--- src/inc/isx_regs.svh ---
// Constants for the increment-skip and literal-OR execution block
// ----------------------------------------------------------------------
// Summary of operation
// - Opcode 0100 10da ffff ffff adds one to the addressed file register and leaves the flags alone.
// - Destination bit 0 sends the incremented value to the accumulator, 1 writes it back to the file register.
// - A nonzero incremented value discards the fetched next instruction and runs an idle cycle instead.
// - Bank bit 0 picks the fixed access bank, 1 takes the bank from the bank select register.
// - With the extended set on and bank bit 0, an operand address of 95 (5Fh) or below is an indexed literal offset.
// - The increment-and-skip takes one cycle, two when skipping, three when skipping a two-word instruction.
// - Each skipped word costs one full four-phase idle cycle, so a two-word skip gives two idle cycles.
// - Opcode 0000 1001 kkkk kkkk ORs the literal into the accumulator and updates negative and zero flags.
// ----------------------------------------------------------------------
`ifndef ISX_REGS_SVH
`define ISX_REGS_SVH

// ----------------------------------------------------------------------
// Register offsets
// ----------------------------------------------------------------------
`define ISX_OFS_CTRL      8'h00
`define ISX_OFS_BANK      8'h04
`define ISX_OFS_ACC       8'h08
`define ISX_OFS_STATUS    8'h0c
`define ISX_OFS_IDX       8'h10

// ----------------------------------------------------------------------
// Field positions and reset values
// ----------------------------------------------------------------------
`define ISX_CTRL_EXT_BIT  0
`define ISX_STAT_Z_BIT    0
`define ISX_STAT_N_BIT    1
`define ISX_RST_ACC       8'h00
`define ISX_RST_BANK      4'h0
`define ISX_RST_IDX       12'h000

// ----------------------------------------------------------------------
// Opcode fields
// ----------------------------------------------------------------------
`define ISX_OPC_INC       6'h12
`define ISX_OPC_OR        8'h09
`define ISX_D_BIT         9
`define ISX_A_BIT         8
`define ISX_LIT_OFS_MAX   8'h5f
`define ISX_ACC_HI_LIM    8'h80
`define ISX_ACC_HI_BANK   4'hf
`define ISX_TW_MOVE       4'hc
`define ISX_TW_CALL0      8'hec
`define ISX_TW_CALL1      8'hed
`define ISX_TW_LOADFSR    8'hee
`define ISX_TW_GOTO       8'hef

`endif

--- src/inc/isx_pkg.sv ---
// Types shared by the increment-skip and literal-OR execution block
`include "isx_regs.svh"

package isx_pkg;

    // ------------------------------------------------------------------
    // Phase and operation encodings
    // ------------------------------------------------------------------
    typedef enum logic [3:0] {
        ISX_Q1 = 4'b0001,
        ISX_Q2 = 4'b0010,
        ISX_Q3 = 4'b0100,
        ISX_Q4 = 4'b1000
    } isx_phase_t;

    typedef enum logic [2:0] {
        ISX_OP_NONE = 3'b001,
        ISX_OP_INC  = 3'b010,
        ISX_OP_OR   = 3'b100
    } isx_op_t;

    // ------------------------------------------------------------------
    // Core state
    // ------------------------------------------------------------------
    typedef struct packed {
        isx_phase_t  phase;
        isx_op_t     op;
        logic [15:0] instr;
        logic [7:0]  acc;
        logic        flag_n;
        logic        flag_z;
        logic [3:0]  bank;
        logic        ext_en;
        logic [11:0] idx_base;
        logic        skip;
        logic        skip2;
        logic [7:0]  result;
        logic        res_n;
        logic        res_z;
        logic        mem_rd;
        logic        mem_wr;
        logic [11:0] mem_addr;
        logic [7:0]  mem_wdata;
        logic [7:0]  rdata;
        logic        idle;
    } isx_state_t;

    // Words that take a second program word
    function automatic logic isx_two_word(input logic [15:0] w);
        isx_two_word = (w[15:12] == `ISX_TW_MOVE)
                    || (w[15:8] == `ISX_TW_CALL0)
                    || (w[15:8] == `ISX_TW_CALL1)
                    || (w[15:8] == `ISX_TW_LOADFSR)
                    || (w[15:8] == `ISX_TW_GOTO);
    endfunction : isx_two_word

endpackage : isx_pkg

--- src/inc/isx_dp_if.sv ---
// Datapath signals between the core, the ALU and the address generator
`timescale 1ns/1ps

interface isx_dp_if;
    import isx_pkg::*;

    isx_op_t     op;
    logic [7:0]  opnd;
    logic [7:0]  acc;
    logic [7:0]  lit;
    logic [7:0]  result;
    logic        zero;
    logic        neg;
    logic [7:0]  f;
    logic        a_bit;
    logic [3:0]  bank;
    logic        ext_en;
    logic [11:0] idx_base;
    logic [11:0] addr;

    modport core (output op, opnd, acc, lit, f, a_bit, bank, ext_en,
                  idx_base,
                  input  result, zero, neg, addr);
    modport alu  (input  op, opnd, acc, lit,
                  output result, zero, neg);
    modport agen (input  f, a_bit, bank, ext_en, idx_base,
                  output addr);
endinterface : isx_dp_if

--- src/verilog/isx_alu.sv ---
// Increment and OR arithmetic with result flags
`timescale 1ns/1ps

module isx_alu
    import isx_pkg::*;
(
    isx_dp_if.alu dp
);

    // ------------------------------------------------------------------
    // Process data
    // ------------------------------------------------------------------
    always_comb begin
        case (dp.op)
            ISX_OP_INC: dp.result = 8'(dp.opnd + 8'h01);
            ISX_OP_OR:  dp.result = dp.acc | dp.lit;
            default:    dp.result = 8'h00;
        endcase
    end

    assign dp.zero = (dp.result == 8'h00);
    assign dp.neg  = dp.result[7];

endmodule : isx_alu

--- src/verilog/isx_agen.sv ---
// Operand address generation from bank bit, bank and literal offset
`timescale 1ns/1ps
`include "isx_regs.svh"

module isx_agen
    import isx_pkg::*;
(
    isx_dp_if.agen dp
);

    // ------------------------------------------------------------------
    // Address select
    // ------------------------------------------------------------------
    always_comb begin
        if (dp.a_bit) begin
            dp.addr = {dp.bank, dp.f};
        end else if (dp.ext_en && dp.f <= `ISX_LIT_OFS_MAX) begin
            dp.addr = 12'(dp.idx_base + {4'h0, dp.f});
        end else if (dp.f >= `ISX_ACC_HI_LIM) begin
            dp.addr = {`ISX_ACC_HI_BANK, dp.f};
        end else begin
            dp.addr = {4'h0, dp.f};
        end
    end

endmodule : isx_agen

--- src/verilog/isx_core.sv ---
// Four-phase decoder and executor for increment-skip and literal-OR
//
// Local design decisions: the placing of the registers and strobed register access.
`timescale 1ns/1ps
`include "isx_regs.svh"

module isx_core
    import isx_pkg::*;
(
    input  wire logic        mclk,
    input  wire logic        rstn,
    // Instruction fetch
    input  wire logic [15:0] instr_word,
    input  wire logic        instr_valid,
    output      logic        instr_take,
    output      logic        idle_cycle,
    // Data memory
    output      logic        mem_rd,
    output      logic        mem_wr,
    output      logic [11:0] mem_addr,
    output      logic [7:0]  mem_wdata,
    input  wire logic [7:0]  mem_rdata,
    // Register port
    input  wire logic [7:0]  reg_addr,
    input  wire logic [31:0] reg_wdata,
    input  wire logic        reg_wr,
    input  wire logic        reg_rd,
    output      logic [31:0] reg_rdata
);

    // ------------------------------------------------------------------
    // Reset release
    // ------------------------------------------------------------------
    logic [1:0] rst_sync_reg;
    logic       rst_n;

    always_ff @(posedge mclk or negedge rstn) begin
        if (!rstn) begin
            rst_sync_reg <= 2'b00;
        end else begin
            rst_sync_reg <= {rst_sync_reg[0], 1'b1};
        end
    end

    assign rst_n = rst_sync_reg[1];

    // ------------------------------------------------------------------
    // Datapath
    // ------------------------------------------------------------------
    isx_state_t st_reg;
    isx_state_t st_next;
    isx_dp_if   dp ();

    assign dp.op       = st_reg.op;
    assign dp.opnd     = mem_rdata;
    assign dp.acc      = st_reg.acc;
    assign dp.lit      = st_reg.instr[7:0];
    assign dp.f        = instr_word[7:0];
    assign dp.a_bit    = instr_word[`ISX_A_BIT];
    assign dp.bank     = st_reg.bank;
    assign dp.ext_en   = st_reg.ext_en;
    assign dp.idx_base = st_reg.idx_base;

    isx_alu u_alu (
        .dp (dp.alu)
    );

    isx_agen u_agen (
        .dp (dp.agen)
    );

    // ------------------------------------------------------------------
    // Next state
    // ------------------------------------------------------------------
    always_comb begin
        st_next        = st_reg;
        st_next.mem_rd = 1'b0;
        st_next.mem_wr = 1'b0;
        st_next.rdata  = 8'h00;

        // Software writes
        if (reg_wr) begin
            case (reg_addr)
                `ISX_OFS_CTRL: st_next.ext_en   = reg_wdata[`ISX_CTRL_EXT_BIT];
                `ISX_OFS_BANK: st_next.bank     = reg_wdata[3:0];
                `ISX_OFS_ACC:  st_next.acc      = reg_wdata[7:0];
                `ISX_OFS_IDX:  st_next.idx_base = reg_wdata[11:0];
                default:       st_next.ext_en   = st_reg.ext_en;
            endcase
        end

        // Software reads, data stands the next cycle
        if (reg_rd) begin
            case (reg_addr)
                `ISX_OFS_CTRL:   st_next.rdata = {7'h00, st_reg.ext_en};
                `ISX_OFS_BANK:   st_next.rdata = {4'h0, st_reg.bank};
                `ISX_OFS_ACC:    st_next.rdata = st_reg.acc;
                `ISX_OFS_STATUS: st_next.rdata = {6'h00, st_reg.flag_n,
                                                  st_reg.flag_z};
                `ISX_OFS_IDX:    st_next.rdata = st_reg.idx_base[7:0];
                default:         st_next.rdata = 8'h00;
            endcase
        end

        // Instruction phases
        case (st_reg.phase)
            ISX_Q1: begin
                st_next.phase = ISX_Q2;
                st_next.op    = ISX_OP_NONE;
                st_next.idle  = 1'b1;
                if (st_reg.skip) begin
                    // Discarded word; a two-word one costs one more
                    st_next.skip  = 1'b0;
                    st_next.skip2 = isx_two_word(instr_word);
                end else if (st_reg.skip2) begin
                    st_next.skip2 = 1'b0;
                end else if (instr_valid) begin
                    st_next.instr = instr_word;
                    st_next.idle  = 1'b0;
                    if (instr_word[15:10] == `ISX_OPC_INC) begin
                        st_next.op       = ISX_OP_INC;
                        st_next.mem_rd   = 1'b1;
                        st_next.mem_addr = dp.addr;
                    end else if (instr_word[15:8] == `ISX_OPC_OR) begin
                        st_next.op = ISX_OP_OR;
                    end
                end
            end
            ISX_Q2: begin
                st_next.phase = ISX_Q3;
            end
            ISX_Q3: begin
                st_next.phase  = ISX_Q4;
                st_next.result = dp.result;
                st_next.res_n  = dp.neg;
                st_next.res_z  = dp.zero;
                if (st_reg.op == ISX_OP_INC &&
                    st_reg.instr[`ISX_D_BIT]) begin
                    st_next.mem_wr    = 1'b1;
                    st_next.mem_wdata = dp.result;
                end
            end
            ISX_Q4: begin
                st_next.phase = ISX_Q1;
                case (st_reg.op)
                    ISX_OP_INC: begin
                        // Flags stay as they are
                        if (!st_reg.instr[`ISX_D_BIT]) begin
                            st_next.acc = st_reg.result;
                        end
                        st_next.skip = !st_reg.res_z;
                    end
                    ISX_OP_OR: begin
                        st_next.acc    = st_reg.result;
                        st_next.flag_n = st_reg.res_n;
                        st_next.flag_z = st_reg.res_z;
                    end
                    default: begin
                        st_next.acc = st_next.acc;
                    end
                endcase
            end
            default: begin
                st_next.phase = ISX_Q1;
            end
        endcase
    end

    // ------------------------------------------------------------------
    // State register
    // ------------------------------------------------------------------
    always_ff @(posedge mclk or negedge rst_n) begin
        if (!rst_n) begin
            st_reg           <= '0;
            st_reg.phase     <= ISX_Q1;
            st_reg.op        <= ISX_OP_NONE;
            st_reg.acc       <= `ISX_RST_ACC;
            st_reg.bank      <= `ISX_RST_BANK;
            st_reg.idx_base  <= `ISX_RST_IDX;
            st_reg.idle      <= 1'b1;
        end else begin
            st_reg <= st_next;
        end
    end

    // ------------------------------------------------------------------
    // Outputs
    // ------------------------------------------------------------------
    assign instr_take = (st_reg.phase == ISX_Q1);
    assign idle_cycle = st_reg.idle;
    assign mem_rd     = st_reg.mem_rd;
    assign mem_wr     = st_reg.mem_wr;
    assign mem_addr   = st_reg.mem_addr;
    assign mem_wdata  = st_reg.mem_wdata;
    assign reg_rdata  = {24'h000000, st_reg.rdata};

endmodule : isx_core

--- config.mk ---
export PLATFORM = sky130hd
export DESIGN_NAME = isx_core
export DESIGN_NICKNAME = d
export VERILOG_FILES = /design/src/inc/isx_pkg.sv /design/src/inc/isx_dp_if.sv /design/src/verilog/isx_alu.sv /design/src/verilog/isx_agen.sv /design/src/verilog/isx_core.sv
export VERILOG_INCLUDE_DIRS = /design/src /design/src/inc
export SDC_FILE = /design/constraint.sdc
export NUM_CORES = 1
export LEC_CHECK = 0
export BUFFER_PORTS_ARGS = -buffer_cell sky130_fd_sc_hd__buf_2
export CORE_MARGIN = 5
export CORE_UTILIZATION = 25
export CTS_BUF_LIST = sky130_fd_sc_hd__clkbuf_4 sky130_fd_sc_hd__clkbuf_8 sky130_fd_sc_hd__clkbuf_16
export CTS_CLUSTER_SIZE = 28
export DETAILED_ROUTE_END_ITERATION = 16
export GPL_TIMING_DRIVEN = 0
export PLACE_DENSITY_LB_ADDON = 0.15
export SLEW_MARGIN = 40
export SYNTH_ARGS = -nofsm -noshare
export SYNTH_HDL_FRONTEND = slang
export SYNTH_SLANG_ARGS = --single-unit
--- constraint.sdc ---
create_clock -name mclk -period 3.3 [get_ports mclk]
set_input_delay 0.66 -clock mclk [delete_from_list [all_inputs] [get_ports mclk]]
set_output_delay 0.66 -clock mclk [all_outputs]
set_load 0.02 [all_outputs]
Word level (Yosys, flattened, before mapping)
Index checks and enable logic that the tools add are counted.

Register bits after elaboration: 95. Input port bits: 69. Output and inout bits: 56. Word-level logic and storage cells: 95.

Add/sub/neg operators: 2. Order comparisons: 2. Equality and inequality tests: 18. Multiplexer cells: 31. Bitwise operators: 3. Reductions and logical operators: 18.

Operators by type and width (number): $mux W19 (3); $pmux W8 S5 (1); $mux W12 (3); $eq A8 B8 Y1 const B (4); $mux W8 (4); $pmux W8 S2 (2); $eq A8 B4 Y1 const B (3); $logic_not A8 Y1 (2); $add A12 B8 Y12 (1); $mux W1 (12); $pmux W4 S3 (1); $reduce_and A2 Y1 (6); $mux W10 (1); $add A8 B1 Y8 const B (1); $eq A4 B4 Y1 const B (2); $eq A8 B3 Y1 const B (1); $eq A8 B5 Y1 const B (1); $ge A8 B8 Y1 const B (1); $le A8 B7 Y1 const B (1); $or A8 B8 Y8 (1); $eq A6 B5 Y1 const B (1); $mux W3 (2); $reduce_and A5 Y1 (1); $eq A4 B1 Y1 const B (1); 13 further kinds (18).

Depth between registers and ports, before layout
Gate-level depths: netlist of run 1.

Depth in word-level cells: 6. Gate-level depth with buffers: 9. Mapped depth without buffers: 9.

Modules after synthesis
Synthesis of run 1 repeated with hierarchy kept, for this count alone.

Cells, all modules: 466. Area, all modules: 4988.5 sq um.

By module, submodules not included: isx_core (times used 1, cells an instance 335, area an instance 4061.4 sq um, seq. area each 2205.9 sq um); isx_agen (times used 1, cells an instance 87, area an instance 639.4 sq um, seq. area each 0.0 sq um); isx_alu (times used 1, cells an instance 44, area an instance 287.8 sq um, seq. area each 0.0 sq um).

Worst setup path after synthesis of run 1
Ideal clock, no wire load.

Path type: input to register. Start: in instr_word[0]. End: reg st_reg, in the netlist mem_addr[10]. Library setup time: 82 ps. Arrival time: 2185 ps. Data required time: 3218 ps. Setup slack: 1034 ps. Stages: 9. Path buffers: 0. Cells stage by stage: ha_1 -> inv_1 -> fa_1 -> nor2b_1 -> o31ai_1 -> a211oi_1 -> xor2_1 -> o211ai_1 -> a31oi_1.

Word-level cells in the longest chain between the ends: 4. Elaborated cells on any way between the ends: 7. Classes of those cells: 1 x add/sub; 2 x order compare; 3 x mux; 1 x reduce/logical.

RTL lines: start, declared (RTL line isx_core.sv:13) `input wire logic [15:0] instr_word,`; $ge A8 B8 Y1 (no source line) or $le A8 B7 Y1 (tied branches); $mux W12 or $logic_and A1 B1 Y1 (tied branches); $mux W12 * (RTL line isx_agen.sv:17) `` end else if (dp.ext_en && dp.f <= `ISX_LIT_OFS_MAX) begin ``; $mux W12 * (RTL line isx_agen.sv:15) `if (dp.a_bit) begin`; end signal, assigned (RTL line isx_core.sv:182) `st_reg <= st_next;`; end, declared (RTL line isx_core.sv:50) `isx_state_t st_reg;`.

Every way passes the cells marked *; elsewhere a longest branch is shown, timed or not. A chain may end at the register's enable or synchronous reset.

Worst setup path in the final report of run 1
Start: reg st_reg[89] (netlist name). End: out instr_take.

Word-level cells in the longest chain between the ends: 1.

RTL lines: $eq A4 B1 Y1 (RTL line isx_core.sv:189) `assign instr_take = (st_reg.phase == ISX_Q1);`; end, declared (RTL line isx_core.sv:15) `output logic instr_take,`.

Every way passes these cells.

==> results.cfg, run 1 <==
[power_and_ir_drop]
p_leak_nw = 2.872
internal_power_mw = 1.969
irDropWorstVdd_v = 0.0002645
p_seq_frac = 0.444
power.switching_uw = 599.1
p_clk_frac = 0.459
power.share.combinational = 0.097
p_per_area_nw_per_um2 = 435.6
switching_share = 0.2333

[floorplan]
die_x_um = 147.5
ioPinCount = 125
initial_core_util = 0.2534
die_y_um = 147.5
rows = 50
coreArea_um2 = 18640
dieArea_um2 = 21740

[route]
via_count = 3751
drc = 0
vias_per_cell = 4.418
drt-initial-drc-count = 205
drt-total-wl_um = 12550
ant_nets = 0
routedWlPerCell_um = 14.79
drt_pass1_iterations = 4

[place]
place_inst = 833
pre_cts_slack_ns = 0.6326
place_area_um2 = 5549
gp_congestion = 0.8297
dp_hpwl_um = 10220
port_buffers = 79

[setup_path]
cp_cell_sequence = or4b_1 -> buf_2 -> clkinv_4 -> buf_2
r2r-end = mem_addr[10]$_DFFE_PN0P_
cp-end-kind = output pin
cp.required_ns = 2.64
reg2regPathDepth = 9
crit_fanout = 7
critical_path.startpoint_type = flip-flop
crit_buf_inv = 3
critPathSlowestCell = dfstp_2
cpLargestDelayFamily = flip-flops
crit_arrival_ns = 1.73
reg2reg_slack_ns = 0.95
slowest_delay_ns = 0.54
reg2reg_from = dp.idx_base[0]$_DFFE_PN0P_
path_class = flip-flop to output pin
crit_top_cell = buf_2

[clock_network]
cts-hold-fix-buffers = 0
cts.sinks = 87
clkLatencyLatePin_ns = 0.34
clk_pin_slew_ns = 0.06
htree_levels = 3
cts.path.max_buffers = 2
cts_root_buf = clkbuf_16
cts_setup_buffers = 0
cts_tree = built
post_cts_resized = 0
cts_buffers = 9

[timing]
drv_slew = 0
setup_tns_ns = 0
period_needed_ns = 2.394
worst_slack_ns = 0.9065
whs_ns = 0.09161
worstMarginPinSlew_ns = 0.6192
rsz0062_at_grt = no
skew_ns = 0.007899
final_hold_viol_count = 0
fmax_ghz = 0.4178
fin_crit_sh = 0.7253
setup_viol = 0
slew_headroom = 0.5766

[finish]
drive_gt1_frac = 0.3089
fillers = 2008
num-nets-final = 689
area_growth_pct = 24.82
n_antenna_cell = 0
largest_register_ffs = 18
layout.cells.non_filler = 849
design_area_um2 = 5896

[logic_synthesis]
synthCells = 495
yosysWarnings = 0
synthFlopType = dfrtp_1
ys_types = 62
synth_edf_count = 0
synth_area_um2 = 4723
ys_ff_latch = 87
syn_avg_cell_area_um2 = 9.542
ys_async_sr_fraction = 1.000
ys_seq_area_frac = 0.4617

[grt]
grt_util_met3 = 0.03893
grt_antenna_before_repair = 1
grt.total_usage = 0.1188
grt_max_degree = 39
grtUsageMet1 = 0.1598
grt_overflow = 0
met2_usage = 0.1873
grt_pass1_vias = 3835
grt_pass1_wl_um = 20370
grt_busiest_layer = met2

[min_path]
hp-class = input port to asynchronous set/reset pin

[run]
drv_cap = 0

[outcome]
outcome = finished, final reports clean
-- cells in the final DEF (no fill, tap or decap), drive strengths merged, types with 4 or more instances in the layout --
master    n
nand3    12
nor2b     8
clkbuf   15
nand2b    4
a211oi    5
ha        9
nand2    74
nor2     43
and3      6
conb     25
a22oi     6
inv       8
dfrtp    84
o31ai     4
nor3      5
mux2     20
buf     143
xor2      7
o21a      6
xnor2     6
and2      4
mux2i    10
o21ai    37
a21oi    22
-- how the worst max path moves through the flow --
stage,cells after the start,startpoint,end
floorplan,0,rst_sync_reg[1]$_DFF_PN0_,dp.acc[0]$_DFF_PN0_
global placement,0,rst_sync_reg[1]$_DFF_PN0_,reg_rdata[6]$_DFF_PN0_
detailed placement,10,instr_word[0],mem_addr[10]$_DFFE_PN0P_
CTS,4,st_reg[89]$_DFF_PN1_,instr_take
global route,7,st_reg[89]$_DFF_PN1_,mem_addr[2]$_DFFE_PN0P_
finish,4,st_reg[89]$_DFF_PN1_,instr_take
-- logic make-up (layout without fill, tap and decap cells) --
family / after synthesis / count (layout) / synth area share
adders and majority gates: 10 / 10 / 0.02808
other: 2 / 25 / 0.001590
muxes: 30 / 30 / 0.06888
xor gates and xnor gates: 13 / 13 / 0.02411
DFF: 87 / 87 / 0.4617
and+or+nand+nor: 169 / 169 / 0.1632
AOI/OAI and AO/OA: 108 / 108 / 0.1449
buffers and inverters: 76 / 173 / 0.1076
-- worst register-to-register path: stages, from the launching register on --
cell and delay (ns):
dfrtp_1 0.42, ha_1 0.22, inv_1 0.06, fa_1 0.37, nor2b_1 0.27, o31ai_1 0.17, a211oi_1 0.27, xor2_1 0.19
o211ai_1 0.11, a31oi_1 0.19
-- final cells by class --
class | instances | area (um2) | share of cell area
clock buffer | 10 | 239.0 | 0.04053
clock inverter | 6 | 107.6 | 0.01825
inverter | 9 | 38.79 | 0.006579
multi-input combinational | 355 | 2121 | 0.3597
sequential | 87 | 2185 | 0.3705
tap | 234 | 292.8 | 0.04966
buffer | 67 | 469.2 | 0.07958
timing repair buffer | 81 | 442.9 | 0.07513
-- routing by layer --
metal	vias up	routed length [um]
met3	10	768
met1	1765	5953
met2	98	5710
met4	2	112
li1	1876	-
met5	-	7
-- synth_stat cells, types with 3 or more instances --
| cell | instances | area, um2 |
|---|---|---|
| a21oi_1 | 22 | 110.1 |
| xnor2_1 | 6 | 52.55 |
| nand2b_1 | 4 | 25.02 |
| dfstp_2 | 3 | 78.83 |
| clkbuf_1 | 5 | 18.77 |
| inv_1 | 8 | 30.03 |
| mux2_2 | 20 | 225.2 |
| a22oi_1 | 6 | 45.04 |
| buf_2 | 6 | 30.03 |
| and3_1 | 6 | 37.54 |
| nor3_1 | 5 | 25.02 |
| nand2_1 | 72 | 270.3 |
| a211oi_1 | 5 | 37.54 |
| o31ai_1 | 4 | 30.03 |
| dfrtp_1 | 84 | 2102 |
| ha_1 | 9 | 112.6 |
| nor2b_1 | 8 | 50.05 |
| nand3_1 | 12 | 60.06 |
| o21ai_0 | 37 | 185.2 |
| mux2i_1 | 10 | 100.1 |
| o21a_1 | 6 | 45.04 |
| nor2_1 | 42 | 157.7 |
| xor2_1 | 7 | 61.31 |
| buf_4 | 54 | 405.4 |
| and2_1 | 4 | 25.02 |
-- stage by stage --
stage                       util  power (mW)
final                     0.3162       2.568
after detailed placement  0.2977       1.412
after global routing      0.3162       2.689
after floorplan                -       1.310
after CTS                 0.3162       2.617
after global placement    0.2949       1.400
-- power groups by stage --
| stage | clock (mW) | sequential (mW) | combinational (mW) |
|---|---|---|---|
| 6_report | 1.18 | 1.14 | 0.249 |
| 5_1_grt | 1.26 | 1.15 | 0.279 |
| 4_1_cts | 1.22 | 1.14 | 0.250 |
| 3_5_place_dp | 0 | 1.16 | 0.249 |
| 3_3_place_gp | 0 | 1.17 | 0.229 |
| 2_1_floorplan | 0 | 1.15 | 0.158 |
Power figures use the tool's default switching activity.
==> run 2, diff against run 1 <==
- ABC_AREA: unset -> 1
- clock period: 3.3 -> 2.25 ns (I/O delays scaled with it)
==> run 2 against run 1 <==
  * Sequential power rose by 46%
  * Die area rose by 5.4%
  * Synthesized cell count rose by 27%
  * Non-clock buffer count fell by 4
  * Register-to-register slack got worse by 0.70 ns
  * Routed wire length rose by 14%
  * Highest routed layer is now met4
  * Power rose by 40%
  * Critical endpoint is now mem_addr[6]$_DFFE_PN0P_
  * Core utilization fell by 0.12 points
  * Area after synthesis rose by 5.8%
  * Flip-flop and latch count did not move
  * Global-route usage rose by 1.0 points
  * First-iteration DRC count rose by 28%
==> results.cfg, run 2 <==
[timing]
fin_crit_sh = 0.8888
setup_viol = 0
final_hold_viol_count = 0
period_needed_ns = 2.000
setup_tns_ns = 0
skew_ns = 0.008449
fmax_ghz = 0.5000
drv_slew = 0
rsz0062_at_grt = no

[power_and_ir_drop]
power.share.combinational = 0.111
irDropWorstVdd_v = 0.0003403
power.switching_uw = 918.1
p_seq_frac = 0.462
p_leak_nw = 3.243
p_clk_frac = 0.427
internal_power_mw = 2.672
switching_share = 0.2557
p_per_area_nw_per_um2 = 581.7

[finish]
largest_register_ffs = 18
num-nets-final = 825
drive_gt1_frac = 0.2690
n_antenna_cell = 0
layout_commonest_cell = nand2_1
fillers = 2115
finish.utilization = 0.3151
final_cell_mix = nand2_1, dfrtp_1, buf_2
area_growth_pct = 23.51

[setup_path]
crit_fanout = 3
path_class = flip-flop to flip-flop
r2r-end = mem_addr[6]$_DFFE_PN0P_
reg2reg_from = dp.idx_base[0]$_DFFE_PN0P_
cp-end-kind = flip-flop
reg2regPathDepth = 9
cp_cell_sequence = ha_1 -> inv_1 -> fa_1 -> nor2_1 -> nor2_1 -> o21ai_0 -> a21oi_1 -> o21ai_0 -> a21oi_1
critPathSlowestCell = dfrtp_1
cp.required_ns = 2.47
crit_arrival_ns = 2.22
crit_buf_inv = 1
reg2reg_slack_ns = 0.25
cpLargestDelayFamily = adder cells
critical_path.startpoint_type = flip-flop
slowest_delay_ns = 0.43

[grt]
grt_max_degree = 42
grt_pass1_wl_um = 22840
grt_antenna_before_repair = 0
grt_overflow = 0
grt.total_usage = 0.1288
grt_pass1_vias = 4310

[outcome]
outcome = finished, final reports clean

[logic_synthesis]
ys_types = 40
ys_ff_latch = 87
syn_avg_cell_area_um2 = 7.945
synth_most_common_cell = nand2_1
synth_top_area_cell = dfrtp_1
synth_area_um2 = 4997
synth_edf_count = 0
ys_seq_area_frac = 0.4364
synthFlopType = dfrtp_1
synthTopCellsByCount = nand2_1, dfrtp_1, inv_1
synth_area_leaders = dfrtp_1, nand2_1, buf_4
synthCells = 629
ys_async_sr_fraction = 1.000
yosysWarnings = 0
yosysTopAreaCellShare = 0.4206

[clock_network]
clk_pin_slew_ns = 0.07
cts-hold-fix-buffers = 1
cts.path.max_buffers = 2
cts.sinks = 87
post_cts_resized = 0
clkLatencyLatePin_ns = 0.34
cts_setup_buffers = 0
htree_levels = 3
cts_root_buf = clkbuf_16
cts_buffers = 9
cts_tree = built

[route]
vias_per_cell = 4.184
drt-total-wl_um = 14330
drc = 0
ant_nets = 0
drt-initial-drc-count = 263
drt_pass1_iterations = 6
via_count = 4251
routedWlPerCell_um = 14.10

[floorplan]
dieArea_um2 = 22920
ioPinCount = 125
initial_core_util = 0.2551
die_x_um = 151.4
coreArea_um2 = 19590
die_y_um = 151.4
rows = 51

[min_path]
hp-class = flip-flop to asynchronous set/reset pin

[run]
drv_cap = 0

[place]
port_buffers = 80
gp_congestion = 0.8441
dp_hpwl_um = 11560
[run 2: layer usage]
metal	wire (um)	GRT usage	vias to the layer above	share of wire
met3	640	0.02005	12	0.045
met4	235	0.04896	0	0.016
li1	-	-	2180	-
met1	7063	0.1863	1959	0.49
met5	0	0	-	0
met2	6386	0.1927	100	0.45
[run 2: area by class of cell]
type / count / area [um2] / area share
Multi-Input combinational cell: 426 / 2135 / 0.3458
Inverter: 78 / 296.5 / 0.04804
Sequential cell: 87 / 2185 / 0.3539
Tap cell: 265 / 331.6 / 0.05372
Buffer: 61 / 471.7 / 0.07642
Clock buffer: 12 / 247.7 / 0.04014
Timing Repair Buffer: 83 / 450.4 / 0.07298
Clock inverter: 4 / 55.05 / 0.008920
[run 2: worst max path at each step]
| stage | start | endpoint | slack (ns) | depth (start not counted) |
|---|---|---|---|---|
| floorplan | instr_word[0] | mem_addr[6]$_DFFE_PN0P_ | 0.52 | 9 |
| global placement | instr_word[0] | mem_addr[6]$_DFFE_PN0P_ | 0.10 | 10 |
| detailed placement | instr_word[0] | mem_addr[6]$_DFFE_PN0P_ | 0.11 | 10 |
| CTS | dp.idx_base[0]$_DFFE_PN0P_ | mem_addr[6]$_DFFE_PN0P_ | 0.22 | 9 |
| global route | dp.idx_base[0]$_DFFE_PN0P_ | mem_addr[6]$_DFFE_PN0P_ | 0.10 | 9 |
| finish | dp.idx_base[0]$_DFFE_PN0P_ | mem_addr[6]$_DFFE_PN0P_ | 0.25 | 9 |
[run 2: cell families after synthesis]
kind of cell	Yosys count	share of synthesized area
adders and majority gates	10	0.02654
xor gates and xnor gates	2	0.003506
AOI/OAI and AO/OA	117	0.1347
and+or+nand+nor	272	0.2436
buffers and inverters	139	0.1537
DFF	87	0.4364
other	2	0.001503
[run 2: through the flow]
stage          worst slack [ns]  std cells  hold WS [ns]  power, mW  area (um2)
4_1_cts                  0.2221       1016        0.1682      3.644        6172
3_5_place_dp             0.1085        999        0.1620      2.086        5859
5_1_grt                  0.1009       1016        0.1756      3.772        6172
6_report                 0.2501       1016        0.1604      3.590        6172
2_1_floorplan            0.5223        652        0.1544      1.934        5085
3_3_place_gp             0.1009        997        0.2362      2.075        5817
[run 2: power groups by stage]
stage          clock, mW  sequential [mW]  combinational, mW
2_1_floorplan          0             1.69              0.245
3_3_place_gp           0             1.72              0.359
3_5_place_dp           0             1.69              0.397
4_1_cts             1.58             1.66              0.400
5_1_grt             1.66             1.67              0.449
6_report            1.53             1.66              0.397
==> run 3, diff against run 2 <==
- CTS_BUF_LIST: sky130_fd_sc_hd__clkbuf_4 sky130_fd_sc_hd__clkbuf_8 sky130_fd_sc_hd__clkbuf_16 -> unset
==> run 3 against run 2 <==
  * Sequential power about the same
  * Clock skew hardly changed
  * Cell area down 0.18%
  * Cell count unchanged
  * Die area is the same
  * Largest power group unchanged
  * Maximum frequency hardly changed
==> results.cfg, run 3 (synthesis gave the netlist of run 2 again) <==
[setup_path]
cp.required_ns = 2.47
crit_arrival_ns = 2.22
critical_path.startpoint_type = flip-flop
cpLargestDelayFamily = adder cells
crit_fanout = 3
critPathSlowestCell = dfrtp_1
cp_cell_sequence = ha_1 -> inv_1 -> fa_1 -> nor2_1 -> nor2_1 -> o21ai_0 -> a21oi_1 -> o21ai_0 -> a21oi_1
crit_buf_inv = 1
cp-end-kind = flip-flop
path_class = flip-flop to flip-flop
slowest_delay_ns = 0.43

[finish]
finish.utilization = 0.3145
n_antenna_cell = 0
drive_gt1_frac = 0.2650
area_growth_pct = 23.28
final_cell_mix = nand2_1, dfrtp_1, buf_2
largest_register_ffs = 18
layout_commonest_cell = nand2_1
num-nets-final = 825
fillers = 2118

[grt]
grt.total_usage = 0.1288
grt_pass1_wl_um = 22840
grtUsageMet1 = 0.1863
grt_max_degree = 42
grt_busiest_layer = met2
grt_util_met3 = 0.02005
grt_overflow = 0
grt_antenna_before_repair = 0
grt_pass1_vias = 4310
met2_usage = 0.1927

[floorplan]
ioPinCount = 125
initial_core_util = 0.2551
die_x_um = 151.4
die_y_um = 151.4
rows = 51
dieArea_um2 = 22920
coreArea_um2 = 19590

[route]
routedWlPerCell_um = 14.10
drt_pass1_iterations = 6
drt-initial-drc-count = 263
ant_nets = 0
drt-total-wl_um = 14330
vias_per_cell = 4.194
drc = 0
via_count = 4261

[place]
dp_hpwl_um = 11560
gp_congestion = 0.8441
port_buffers = 80

[timing]
setup_viol = 0
skew_ns = 0.008332
fin_crit_sh = 0.8888
final_hold_viol_count = 0
whs_ns = 0.1604
fmax_ghz = 0.5000
drv_slew = 0
rsz0062_at_grt = no
period_needed_ns = 2.000
setup_tns_ns = 0

[power_and_ir_drop]
p_per_area_nw_per_um2 = 576.9
p_total_mw = 3.555
irDropWorstVdd_v = 0.0003408
p_leak_nw = 3.232

[clock_network]
cts.path.max_buffers = 2
cts_setup_buffers = 0
htree_levels = 3
cts_buffers = 9
clkLatencyLatePin_ns = 0.34
cts_tree = built
clk_pin_slew_ns = 0.07
cts.sinks = 87
cts_root_buf = clkbuf_16

[outcome]
outcome = finished, final reports clean

[run]
drv_cap = 0

[min_path]
hp-class = flip-flop to asynchronous set/reset pin
run 3: repair_timing:
| action | 4_1_cts | 5_1_grt |
|---|---|---|
| endpoints found under the hold margin | 2 | 0 |
| resized for setup | 0 | 0 |
| hold buffers | 1 | 0 |
| endpoints found under the setup margin | 0 | 0 |
run 3: through the flow:
step	setup WS [ns]	instances	area, um2
after global placement	0.1009	997	5817
after global routing	0.1008	1016	6161
after floorplan	0.5223	652	5085
final	0.2501	1016	6161
after CTS	0.2222	1016	6161
after detailed placement	0.1085	999	5859
run 3: worst paths after layout:
path / start / to / slack [ns] / cells past startpoint
min: rst_sync_reg[1]$_DFF_PN0_ / reg_rdata[5]$_DFF_PN0_ / 0.16 / 0
max: dp.idx_base[0]$_DFFE_PN0P_ / mem_addr[6]$_DFFE_PN0P_ / 0.25 / 9
min in group mclk: rst_sync_reg[0]$_DFF_PN0_ / rst_sync_reg[1]$_DFF_PN0_ / 0.35 / 0
max in group asynchronous: rst_sync_reg[1]$_DFF_PN0_ / st_reg[89]$_DFF_PN1_ / 1.29 / 2
max reg2reg: dp.idx_base[0]$_DFFE_PN0P_ / mem_addr[6]$_DFFE_PN0P_ / 0.25 / 9
min reg2reg: rst_sync_reg[1]$_DFF_PN0_ / reg_rdata[5]$_DFF_PN0_ / 0.16 / 0
run 3: worst register-to-register path, cell delays in order (launching register included):
cell     delay (ns)
dfrtp_1        0.43
ha_1           0.25
inv_1          0.07
fa_1           0.38
nor2_1         0.16
nor2_1         0.08
o21ai_0        0.21
a21oi_1        0.09
o21ai_0        0.10
a21oi_1        0.10
run 3: final cells by class:
| type | instances | area (um2) | area share |
|---|---|---|---|
| flip-flops and latches | 87 | 2185 | 0.3546 |
| inverters | 78 | 296.5 | 0.04813 |
| clock buffers | 12 | 236.5 | 0.03838 |
| clock inverters | 4 | 55.05 | 0.008936 |
| multi-input cells | 426 | 2135 | 0.3465 |
| plain buffers | 61 | 471.7 | 0.07656 |
| well taps | 265 | 331.6 | 0.05382 |
| repair buffers | 83 | 450.4 | 0.07311 |
run 3: per-layer routing:
| layer | up-vias | wire length, um | part of all wire |
|---|---|---|---|
| met5 | - | 0 | 0 |
| met4 | 0 | 239 | 0.017 |
| met3 | 14 | 623 | 0.043 |
| met2 | 104 | 6382 | 0.45 |
| met1 | 1962 | 7080 | 0.49 |
| li1 | 2181 | - | - |
run 3: power breakdown:
group	internal, mW	total (mW)	switching [mW]
clock network	0.868	1.50	0.630
registers	1.61	1.66	0.0452
logic	0.153	0.397	0.244
